===== src/rtl/chan_regs_pkg.sv =====
// Constants and carrier types for the channel control register bank.
// Behaviour
// - Four enable bits: ch0 rx, ch1 rx, ch0 tx, ch1 tx; one enables.
// - A path whose enable bit is zero is held in reset.
// - Bit-order one sends or takes the 32-bit word LSB first.
// - Bit-order zero puts the word's MSB first on the line.
// - Bit-order bits map like enables: ch0 rx, ch1 rx, ch0 tx, ch1 tx.
// - Byte swap and halfword swap combine with bit order per word.
// - Three-bit field selects one of eight reference clock rates.
// - Two-wire register gives software direct pin control of the transceiver.
// - Bit 7 reads the sampled serial data pin level.
// - Bit 6 reads the sampled serial clock pin level.
// - Bit 3 zero drives clock pin with bit 2; one releases it.
// - Bit 1 zero drives data pin with bit 0; one releases it.
// - Paths run only with global enable and channel enable set.
package chan_regs_pkg;

    // ****************************************************************
    // Register offsets.
    // ****************************************************************
    localparam logic [7:0] OFF_COMMAND  = 8'h00;
    localparam logic [7:0] OFF_CONFIG   = 8'h0F;
    localparam logic [7:0] OFF_ENABLE   = 8'h10;
    localparam logic [7:0] OFF_BITORDER = 8'h16;
    localparam logic [7:0] OFF_REFCLK   = 8'h2F;
    localparam logic [7:0] OFF_TWOWIRE  = 8'h31;

    // ****************************************************************
    // Field positions and reset values.
    // ****************************************************************
    localparam int POS_GLOBAL_EN    = 3;
    localparam int POS_HALFWORD_SW  = 3;
    localparam int POS_BYTE_SW      = 0;
    localparam int POS_SDA_IN       = 7;
    localparam int POS_SCL_IN       = 6;
    localparam int POS_SCL_TRI      = 3;
    localparam int POS_SCL_OUT      = 2;
    localparam int POS_SDA_TRI      = 1;
    localparam int POS_SDA_OUT      = 0;
    localparam logic [3:0] RST_ENABLES  = 4'h0;
    localparam logic [3:0] RST_BITORDER = 4'h0;
    localparam logic [2:0] RST_REFCLK   = 3'h0;
    localparam logic [3:0] RST_TWOWIRE  = 4'hA;
    localparam logic       RST_GLOBAL   = 1'b0;

    // ****************************************************************
    // Reference clock rate codes, in kHz-free labels.
    // ****************************************************************
    typedef enum logic [2:0] {
        REF_155M52_A, REF_167M33, REF_161M13, REF_173M37,
        REF_125M, REF_156M25, REF_155M52_B, REF_166M63
    } refclk_rate_e;

    // Register bus request carrier.
    typedef struct packed {
        logic [7:0]  addr;
        logic [15:0] wdata;
        logic        wr;
        logic        rd;
    } reg_req_s;

    // Per-path word-order controls.
    typedef struct packed {
        logic lsb_first;
        logic byte_sw;
        logic half_sw;
    } word_order_s;

endpackage


===== src/rtl/channel_ctl_refclk_twowire_regs.sv =====
// Register bank for path enables, bit order, reference clock and two-wire pins.
//
// Our own choice: strobed register access.
`timescale 1ns/10ps
module channel_ctl_refclk_twowire_regs
    import chan_regs_pkg::*;
(
    input  wire logic         clk_sys,
    input  wire logic         rst_b,
    input  wire reg_req_s     req,
    output logic       [15:0] rdata,
    input  wire logic  [1:0]  path_sel,
    input  wire logic  [31:0] path_word_in,
    output logic       [31:0] path_word_out,
    output logic       [3:0]  path_reset,
    output logic       [2:0]  refclk_rate_select,
    input  wire logic         scl_in,
    output logic              scl_out,
    output logic              scl_oe_b,
    input  wire logic         sda_in,
    output logic              sda_out,
    output logic              sda_oe_b
);

    // ****************************************************************
    // Register state.
    // ****************************************************************
    logic        global_en;
    logic        byte_pair_swap;
    logic        halfword_swap;
    logic [3:0]  channel_path_enables;
    logic [3:0]  bit_order;
    logic [2:0]  refclk_sel;
    logic [3:0]  twowire_ctl;
    logic [1:0]  scl_sync;
    logic [1:0]  sda_sync;
    logic [15:0] next_rdata;
    word_order_s order_ctl;

    // Command register; clearing the global enable stops every path.
    // It gates the path enables below; it does not change what they read back.
    always_ff @(posedge clk_sys) begin
        if (!rst_b) begin
            global_en <= RST_GLOBAL;
        end else if (req.wr && req.addr == OFF_COMMAND) begin
            global_en <= req.wdata[POS_GLOBAL_EN];
        end
    end

    // Swap configuration shared by all paths.
    // The swaps act on every path alike; only the bit order is set per path.
    always_ff @(posedge clk_sys) begin
        if (!rst_b) begin
            byte_pair_swap <= 1'b0;
            halfword_swap  <= 1'b0;
        end else if (req.wr && req.addr == OFF_CONFIG) begin
            byte_pair_swap <= req.wdata[POS_BYTE_SW];
            halfword_swap  <= req.wdata[POS_HALFWORD_SW];
        end
    end

    // Path enables, cleared at reset so no path runs.
    // Bits above three are dropped on write and read back as zero.
    always_ff @(posedge clk_sys) begin
        if (!rst_b) begin
            channel_path_enables <= RST_ENABLES;
        end else if (req.wr && req.addr == OFF_ENABLE) begin
            channel_path_enables <= req.wdata[3:0];
        end
    end

    // Bit-order selections, one per path in enable order.
    // The orderer picks one of these through path_sel.
    always_ff @(posedge clk_sys) begin
        if (!rst_b) begin
            bit_order <= RST_BITORDER;
        end else if (req.wr && req.addr == OFF_BITORDER) begin
            bit_order <= req.wdata[3:0];
        end
    end

    // Reference clock rate field.
    // Upper bits are dropped; every one of the eight codes is legal.
    always_ff @(posedge clk_sys) begin
        if (!rst_b) begin
            refclk_sel <= RST_REFCLK;
        end else if (req.wr && req.addr == OFF_REFCLK) begin
            refclk_sel <= req.wdata[2:0];
        end
    end

    // Two-wire control bits; reset leaves both tristates set, pins released.
    // Software makes a high by releasing a pin; driving high would fight the far end.
    always_ff @(posedge clk_sys) begin
        if (!rst_b) begin
            twowire_ctl <= RST_TWOWIRE;
        end else if (req.wr && req.addr == OFF_TWOWIRE) begin
            twowire_ctl <= req.wdata[3:0];
        end
    end

    // Pin levels come from outside, so two flip-flops before use.
    // They reset to one, the idle level of the pulled-up lines, so software
    // never sees a false low just after reset.
    always_ff @(posedge clk_sys) begin
        if (!rst_b) begin
            scl_sync <= 2'h3;
            sda_sync <= 2'h3;
        end else begin
            scl_sync <= {scl_sync[0], scl_in};
            sda_sync <= {sda_sync[0], sda_in};
        end
    end

    // ****************************************************************
    // Outputs.
    // ****************************************************************
    // A path runs only with both its own and the global enable. Clearing the
    // global enable drops every path at once, so software can stop all traffic
    // without touching the four enable bits.
    genvar p;
    generate
        for (p = 0; p < 4; p++) begin : g_path
            assign path_reset[p] = ~(channel_path_enables[p] & global_en);

            // Writing a zero enable bit must put that path into reset next cycle.
            path_clear_a: assert property (@(posedge clk_sys) disable iff (!rst_b)
                (req.wr && req.addr == OFF_ENABLE && !req.wdata[p]) |=> path_reset[p])
                else $error("cleared path left running");
        end
    endgenerate

    // The code leaves undecoded; the clock source maps it to a rate.
    assign refclk_rate_select = refclk_sel;

    // Pin drive; the enable is active low, matching the tristate bits.
    // Reset leaves both enables high, so nothing is driven until software asks.
    assign scl_out  = twowire_ctl[POS_SCL_OUT];
    assign scl_oe_b = twowire_ctl[POS_SCL_TRI];
    assign sda_out  = twowire_ctl[POS_SDA_OUT];
    assign sda_oe_b = twowire_ctl[POS_SDA_TRI];

    // Selected path controls; the orderer serves whichever path path_sel names,
    // held in reset or not, so software can try a setting before enabling it.
    always_comb begin
        order_ctl.lsb_first = bit_order[path_sel];
        order_ctl.byte_sw   = byte_pair_swap;
        order_ctl.half_sw   = halfword_swap;
    end

    // The orderer registers its output, so a word shows one cycle after it enters.
    word_orderer u_orderer (
        .clk_sys  (clk_sys),
        .rst_b    (rst_b),
        .ctl      (order_ctl),
        .word_in  (path_word_in),
        .word_out (path_word_out)
    );

    // ****************************************************************
    // Read port: data one cycle after the strobe, zero elsewhere.
    // ****************************************************************
    // Unmapped offsets and unused bits read as zero.
    always_comb begin
        next_rdata = 16'h0000;
        unique case (req.addr)
            OFF_COMMAND:  next_rdata[POS_GLOBAL_EN] = global_en;
            OFF_CONFIG: begin
                next_rdata[POS_BYTE_SW]     = byte_pair_swap;
                next_rdata[POS_HALFWORD_SW] = halfword_swap;
            end
            OFF_ENABLE:   next_rdata[3:0] = channel_path_enables;
            OFF_BITORDER: next_rdata[3:0] = bit_order;
            OFF_REFCLK:   next_rdata[2:0] = refclk_sel;
            OFF_TWOWIRE: begin
                next_rdata[3:0]        = twowire_ctl;
                next_rdata[POS_SDA_IN] = sda_sync[1];
                next_rdata[POS_SCL_IN] = scl_sync[1];
            end
            default:      next_rdata = 16'h0000;
        endcase
    end

    // Read data stand for one cycle only and then return to zero, so a stale
    // value can never be taken for a fresh read.
    always_ff @(posedge clk_sys) begin
        if (!rst_b) begin
            rdata <= 16'h0000;
        end else if (req.rd) begin
            rdata <= next_rdata;
        end else begin
            rdata <= 16'h0000;
        end
    end

    // ****************************************************************
    // Checks: register writes and reads.
    // ****************************************************************
    // Clearing the global enable must drop every path on the next edge.
    enable_gate_a: assert property (@(posedge clk_sys) disable iff (!rst_b)
        (req.wr && req.addr == OFF_COMMAND && !req.wdata[POS_GLOBAL_EN])
        |=> path_reset == 4'hF) else $error("paths run without global enable");
    global_read_a: assert property (@(posedge clk_sys) disable iff (!rst_b)
        (req.rd && req.addr == OFF_COMMAND) |=> rdata[POS_GLOBAL_EN] == $past(global_en))
        else $error("global enable read wrong");

    // Enable bits land as written and read back with zeros above them.
    enable_write_a: assert property (@(posedge clk_sys) disable iff (!rst_b)
        (req.wr && req.addr == OFF_ENABLE) |=> channel_path_enables == $past(req.wdata[3:0]))
        else $error("enable write lost");
    enable_read_a: assert property (@(posedge clk_sys) disable iff (!rst_b)
        (req.rd && req.addr == OFF_ENABLE) |=> rdata == {12'h000, $past(channel_path_enables)})
        else $error("enable read wrong");
    // No path whose own enable is clear may ever be out of reset.
    path_reset_a: assert property (@(posedge clk_sys) disable iff (!rst_b)
        (~channel_path_enables & ~path_reset) == 4'h0) else $error("disabled path not reset");

    // Bit-order bits land as written, one per path in enable order.
    order_write_a: assert property (@(posedge clk_sys) disable iff (!rst_b)
        (req.wr && req.addr == OFF_BITORDER) |=> bit_order == $past(req.wdata[3:0]))
        else $error("bit order write lost");
    order_read_a: assert property (@(posedge clk_sys) disable iff (!rst_b)
        (req.rd && req.addr == OFF_BITORDER) |=> rdata == {12'h000, $past(bit_order)})
        else $error("bit order read wrong");

    // The rate code reaches its output and reads back with zeros above it.
    refclk_out_a: assert property (@(posedge clk_sys) disable iff (!rst_b)
        (req.wr && req.addr == OFF_REFCLK) |=> refclk_rate_select == $past(req.wdata[2:0]))
        else $error("refclk field lost");
    refclk_read_a: assert property (@(posedge clk_sys) disable iff (!rst_b)
        (req.rd && req.addr == OFF_REFCLK) |=> rdata == {13'h0000, $past(refclk_sel)})
        else $error("refclk read wrong");

    // ****************************************************************
    // Checks: word ordering through the orderer's register stage.
    // ****************************************************************
    // With no swaps, LSB first mirrors the word and MSB first passes it as is.
    bit_order_a: assert property (@(posedge clk_sys) disable iff (!rst_b)
        (!byte_pair_swap && !halfword_swap && order_ctl.lsb_first)
        |=> path_word_out[0] == $past(path_word_in[31])) else $error("lsb first wrong");
    msb_order_a: assert property (@(posedge clk_sys) disable iff (!rst_b)
        (!byte_pair_swap && !halfword_swap && !order_ctl.lsb_first)
        |=> path_word_out == $past(path_word_in)) else $error("msb first wrong");
    // The selected path's own bit-order bit decides which end lands on top.
    order_map_a: assert property (@(posedge clk_sys) disable iff (!rst_b)
        (!byte_pair_swap && !halfword_swap) |=> path_word_out[31] ==
        ($past(bit_order[path_sel]) ? $past(path_word_in[0]) : $past(path_word_in[31])))
        else $error("order map wrong");
    // Swaps move whole halves and whole bytes, never the bits inside them.
    half_swap_a: assert property (@(posedge clk_sys) disable iff (!rst_b)
        (halfword_swap && !byte_pair_swap && !order_ctl.lsb_first)
        |=> path_word_out[15:0] == $past(path_word_in[31:16])) else $error("swap wrong");
    byte_swap_a: assert property (@(posedge clk_sys) disable iff (!rst_b)
        (byte_pair_swap && !halfword_swap && !order_ctl.lsb_first)
        |=> path_word_out[15:8] == $past(path_word_in[7:0])) else $error("byte swap wrong");

    // ****************************************************************
    // Checks: two-wire pins.
    // ****************************************************************
    // Control bits land as written and read back in the low nibble.
    port_write_a: assert property (@(posedge clk_sys) disable iff (!rst_b)
        (req.wr && req.addr == OFF_TWOWIRE) |=> twowire_ctl == $past(req.wdata[3:0]))
        else $error("port write lost");
    port_read_a: assert property (@(posedge clk_sys) disable iff (!rst_b)
        (req.rd && req.addr == OFF_TWOWIRE) |=> rdata[3:0] == $past(twowire_ctl))
        else $error("port read wrong");
    // Level and active-low enable reach each pin on the edge after the write.
    scl_drive_a: assert property (@(posedge clk_sys) disable iff (!rst_b)
        (req.wr && req.addr == OFF_TWOWIRE) |=> scl_oe_b == $past(req.wdata[POS_SCL_TRI])
        && scl_out == $past(req.wdata[POS_SCL_OUT])) else $error("scl drive wrong");
    sda_drive_a: assert property (@(posedge clk_sys) disable iff (!rst_b)
        (req.wr && req.addr == OFF_TWOWIRE) |=> sda_oe_b == $past(req.wdata[POS_SDA_TRI])
        && sda_out == $past(req.wdata[POS_SDA_OUT])) else $error("sda drive wrong");
    // Sensed levels pass exactly two flops before software may see them.
    sda_sync_a: assert property (@(posedge clk_sys) disable iff (!rst_b)
        sda_sync[1] == $past(sda_in, 2)) else $error("sda sync delay wrong");
    scl_sync_a: assert property (@(posedge clk_sys) disable iff (!rst_b)
        scl_sync[1] == $past(scl_in, 2)) else $error("scl sync delay wrong");
    sda_read_a: assert property (@(posedge clk_sys) disable iff (!rst_b)
        (req.rd && req.addr == OFF_TWOWIRE) |=> rdata[POS_SDA_IN] == $past(sda_sync[1]))
        else $error("sda sense wrong");
    scl_read_a: assert property (@(posedge clk_sys) disable iff (!rst_b)
        (req.rd && req.addr == OFF_TWOWIRE) |=> rdata[POS_SCL_IN] == $past(scl_sync[1]))
        else $error("scl sense wrong");

    // After reset every path is held and both pins are released.
    reset_idle_a: assert property (@(posedge clk_sys)
        !rst_b |=> (scl_oe_b && sda_oe_b && path_reset == 4'hF)) else $error("reset not idle");

    // ****************************************************************
    // Coverage of the main scenarios.
    // ****************************************************************
    path_run_c: cover property (@(posedge clk_sys) disable iff (!rst_b) path_reset == 4'h0);
    pin_drive_c: cover property (@(posedge clk_sys) disable iff (!rst_b) !scl_oe_b && !sda_oe_b);
    lsb_swap_c: cover property (@(posedge clk_sys) disable iff (!rst_b)
        order_ctl.lsb_first && byte_pair_swap && halfword_swap);
    // A start condition: data pulled low while the clock is released.
    start_cond_c: cover property (@(posedge clk_sys) disable iff (!rst_b)
        scl_oe_b && !sda_oe_b && !sda_out);
    // The global enable dropped while some path enable was still set.
    gate_drop_c: cover property (@(posedge clk_sys) disable iff (!rst_b)
        $fell(global_en) && channel_path_enables != 4'h0);

endmodule


===== src/rtl/word_orderer.sv =====
// Reorders one 32-bit data word for a channel path.
`timescale 1ns/10ps
module word_orderer
    import chan_regs_pkg::*;
(
    input  wire logic        clk_sys,
    input  wire logic        rst_b,
    input  wire word_order_s ctl,
    input  wire logic [31:0] word_in,
    output logic      [31:0] word_out
);
    logic [31:0] swapped;
    logic [31:0] ordered;

    // Halfword then byte swap; bits inside a byte stay put.
    always_comb begin
        swapped = ctl.half_sw ? {word_in[15:0], word_in[31:16]} : word_in;
        if (ctl.byte_sw) begin
            swapped = {swapped[23:16], swapped[31:24], swapped[7:0], swapped[15:8]};
        end
    end

    // Line order: bit 31 first by default, mirrored for LSB first.
    genvar i;
    generate
        for (i = 0; i < 32; i++) begin : g_mirror
            assign ordered[i] = ctl.lsb_first ? swapped[31 - i] : swapped[i];
        end
    endgenerate

    // Registered so the data output comes from flip-flops.
    always_ff @(posedge clk_sys) begin
        if (!rst_b) begin
            word_out <= 32'h0000_0000;
        end else begin
            word_out <= ordered;
        end
    end
endmodule

===== config.mk =====
export PLATFORM = sky130hd
export DESIGN_NAME = channel_ctl_refclk_twowire_regs
export DESIGN_NICKNAME = d
export VERILOG_FILES = /design/src/rtl/chan_regs_pkg.sv /design/src/rtl/channel_ctl_refclk_twowire_regs.sv /design/src/rtl/word_orderer.sv
export SDC_FILE = /design/constraint.sdc
export NUM_CORES = 1
export LEC_CHECK = 0
export BUFFER_PORTS_ARGS = -buffer_cell sky130_fd_sc_hd__buf_4
export CAP_MARGIN = 20
export CORE_ASPECT_RATIO = 0.9
export CORE_MARGIN = 2
export CORE_UTILIZATION = 25
export CTS_BUF_LIST = sky130_fd_sc_hd__clkbuf_2
export DETAILED_ROUTE_END_ITERATION = 10
export PLACE_DENSITY = 0.57
export SYNTH_ARGS = -nofsm -noshare
export SYNTH_HDL_FRONTEND = slang
export SYNTH_HIERARCHICAL = 1
export SYNTH_SLANG_ARGS = --single-unit

===== constraint.sdc =====
create_clock -name clk_sys -period 5.25 [get_ports clk_sys]
set_clock_uncertainty 0.05 [all_clocks]
set_input_delay 0.525 -clock clk_sys [delete_from_list [all_inputs] [get_ports clk_sys]]
set_output_delay 0.525 -clock clk_sys [all_outputs]
set_load 0.01 [all_outputs]

# After elaboration in Yosys (flattened, before gate mapping)
# Cells that the tools add are included.
# word_totals
out_inout_bits	59
mem_bits_rw	0
latchBits	0
register_bits	70
romBits	0
n_memories	0
wordCells	75
# classes
bitwise	8
n_reduce_logical	9
magnitude_cmp	1
muxes	39
addsub	0
shifts	0
mul	0
div_mod_pow	0
eq_ne	5
# op_table
cell	n
$mux W32	2
$mux W1	33
$eq A8 B5 Y1 const B	2
$eq A8 B6 Y1 const B	2
$pmux W1 S5	2
$eq A8 B4 Y1 const B	1
$logic_not A8 Y1	1
$pmux W2 S4	1
$logic_and A1 B1 Y1	6
$and A1 B1 Y1	4
$not A1 Y1	4
$lt A2 B3 Y1 const B	1
$reduce_and A3 Y1	1
$bmux W1 S2	1
$reduce_and A2 Y1	1

# Logic depth before layout (Yosys ltp)
# depth
ltp_word	3
mapped_depth	6

# Cells and area by module
# Netlist, hierarchy kept.
# by_module_without_submodules
mod	area_each_um2	seq_area_each_um2	cells_each	instances
word_orderer	1924.3	640.6	190	1
channel_ctl_refclk_twowire_regs	1323.8	560.5	143	1

# Worst setup path after synthesis
# No wires, ideal clock.
# synth_timing
path_kind	input to register
startpoint	input path_sel[0]
endpoint	register u_orderer.word_out[27]
cell_stages	6
t_arrival_ns	1.807
setup_slack_ns	3.261
setup_time_ns	0.132
cell_sequence	mux4_2 -> buf_6 -> buf_12 -> mux2_4 -> o22ai_1 -> nor3_1
# synth_between
elab_chain_cells	3
# synth_rtl
item	line	text
from (decl)	channel_ctl_refclk_twowire_regs.sv:12	input wire logic [1:0] path_sel,
$bmux W1 S2	channel_ctl_refclk_twowire_regs.sv:146	order_ctl.lsb_first = bit_order[path_sel];
$mux W1 (not written as such)	channel_ctl_refclk_twowire_regs.sv:146	
$mux W1	word_orderer.sv:27	assign ordered[i] = ctl.lsb_first ? swapped[31 - i] : swapped[i];
to (signal assigned)	word_orderer.sv:36	word_out <= ordered;
to (decl)	word_orderer.sv:10	output logic [31:0] word_out
# Every way passes these cells. The select of a mux whose other input is x is not followed.
# A chain may end at the register's enable or synchronous reset.

==> results.py <==
metrics = {
    "status": {
        "status": "finished, final reports clean",
    },
    "die": {
        "die-area_um2": 13920,
        "ios": 123,
        "die-height_um": 112.1,
        "core_um2": 12690,
        "rows": 39,
        "die_width_um": 124.2,
        "start_util_pct": 25.60,
    },
    "logic_synthesis": {
        "yosys_most_used_dff": "dfxtp_1",
        "yosys.area.top_type_share_pct": 36.98,
        "ys_warn_count": 6,
        "synth.most_common_cell": "dfxtp_1",
        "synth.distinct_cells": 46,
        "ys_top_cells_by_count": "dfxtp_1 (60), o22ai_1 (52), mux2_4 (30)",
        "synth_area_leaders": "dfxtp_1 (37%), mux2_4 (14%), o22ai_1 (10%)",
        "avgSynthCellArea_um2": 9.754,
        "netlist_area_um2": 3248,
        "ys_seq_elements": 60,
        "synth_edf_count": 0,
        "yosysTopAreaCell": "dfxtp_1",
        "synthArstFlopShare_pct": 0,
        "yosysSeqAreaShare_pct": 36.98,
        "synthCells": 333,
    },
    "clocking": {
        "cts.clk_slew.worst_paths_ns": 0.18,
        "root_buffer": "clkbuf_2",
        "cts_resized": 0,
        "cts.sinks": 60,
        "cts_htree_levels": 3,
        "cts_buffer_depth": 2,
        "insertion_delay_ns": 0.50,
        "post_cts_buffers": 0,
        "cts_tree": "done",
        "cts_made_buffers": 9,
        "hold_buffers": 0,
    },
    "detailed_routing": {
        "first_pass_iters": 4,
        "vias_per_cell": 4.985,
        "drc": 0,
        "routed-via-count": 2916,
        "first_iter_violations": 175,
        "wirelength_mm": 9.204,
        "wl_per_cell_um": 15.73,
        "postRouteAntennaNets": 0,
    },
    "min_path": {
        "hp-class": "in2reg",
        "min_from": "sda_in",
    },
    "sta": {
        "tightest_slew_ns": 1.085,
        "hold_viol": 0,
        "slew_headroom_pct": 27.49,
        "min_period_ns": 2.300,
        "max_freq_mhz": 434.8,
        "period_share_pct": 43.81,
        "slew_violations": 0,
        "setup_tns_ns": 0,
        "setup_violations": 0,
        "rsz0062_at_grt": "false",
    },
    "critical_path": {
        "cp-startpoint": "bit_order[1]",
        "critical_path_buf_inv_count": 0,
        "cp.arrival_ns": 2.62,
        "crit_slowest_cell": "mux4_2",
        "crit_path_max_incr_delay_ns": 0.97,
        "crit_fanout": 32,
        "startpoint_type": "register",
        "critical_path.top_delay_family": "multiplexers",
        "cp.required_ns": 5.57,
        "path_class": "reg2reg",
        "crit_chain": "mux4_2, mux2_2, o22ai_1, nor3_1",
        "timing.rr.start": "bit_order[1]",
        "end_kind": "register",
    },
    "global_routing": {
        "grt_max_degree": 33,
        "grt_pass1_vias": 2782,
        "track_usage_pct": 13.00,
        "overflow": 0,
        "grt_pass1_wl_mm": 13.99,
        "antenna_found_initial": 0,
    },
    "placement": {
        "postPlaceCellArea_um2": 3954,
        "portBuffers": 100,
        "dp_hpwl_mm": 6.531,
        "gp_congestion": 0.7867,
    },
    "final_layout": {
        "diodes": 0,
        "final_nets": 481,
        "area_growth_pct": 24.58,
        "fill_cells": 1332,
        "fin_area_um2": 4046,
        "multi_input_area_um2": 1785,
        "drive_gt1_share_pct": 36.82,
        "final_util_pct": 31.89,
        "ff_latch_area_um2": 1201,
    },
    "power": {
        "total_power_uw": 843.2,
        "power.leakage_uw": 0.001597,
        "powerDensity_nw_per_um2": 208.4,
        "irDropWorstVdd_mv": 0.1321,
    },
    "run": {
        "cap_violations": 0,
    },
}
==> metrics by stage <==
step	hold slack [ns]	setup slack (ns)	instances
floorplan	0.3363	3.261	342
global placement	0.3427	2.654	569
detailed placement	0.3441	2.596	569
CTS	0.1105	2.935	584
global route	0.09247	2.806	585
finish	0.1538	2.950	585
==> state kept, by name (all words and copies together), names as in the netlist <==
name                  flops
channel_path_enables      4
scl_sync                  2
bit_order                 4
halfword_swap             1
rdata                     6
twowire_ctl               4
byte_pair_swap            1
sda_sync                  2
u_orderer/word_out       32
refclk_rate_select        3
global_en                 1
==> layer usage <==
layer / routed length (um) / track usage (%) / vias to the layer above
met5: 0 / 0 / -
met4: 157 / 4.270 / 0
met3: 792 / 4.065 / 13
met2: 4164 / 20.55 / 141
met1: 4089 / 16.76 / 1355
li1: - / - / 1407
==> cells by family (layout without fill, tap and decap cells) <==
kind of cell,after synthesis,after routing,synth area share (%)
other cells,1,10,0.1155
buf+inv,40,119,9.091
simple gates,102,102,17.49
flops,60,60,36.98
mux,41,41,17.72
compound gates,89,89,18.61
==> power by group <==
group	internal (uW)	switching (uW)
sequential	471	4.31
clock	54.6	175
combinational	74.0	64.7
total	599	244
==> cell type report <==
class	count	area share [%]
multi-input combinational	242	44.12
sequential	60	29.68
timing repair buffer	101	18.92
tap	164	5.071
clock buffer	9	1.113
clock inverter	6	0.8040
inverter	3	0.2783
==> placed cells by master (no fill, tap or decap), types with 3 or more instances in the layout <==
cell        n
buf_4     100
dfxtp_1    60
o22ai_1    52
mux2_4     30
nor3_1     29
nand2_1    20
nand3_1    19
a21boi_1   13
conb_1     10
clkbuf_2    9
mux2i_1     8
a22oi_1     6
a21oi_1     6
nand2b_1    5
and2_1      4
nor2b_1     4
nor2_1      4
and3_1      3
inv_1       3
o221ai_1    3
o21ai_0     3
==> path summary, 6_finish.rpt <==
check / cells past startpoint / slack (ns) / endpoint
setup / recovery: 4 / 2.95 / u_orderer/word_out[27]
hold / removal: 2 / 0.15 / sda_sync[0]
setup reg to reg: 4 / 2.95 / u_orderer/word_out[27]
hold reg to reg: 1 / 0.38 / sda_sync[1]
Note: power is estimated with default switching activity, not from simulation.
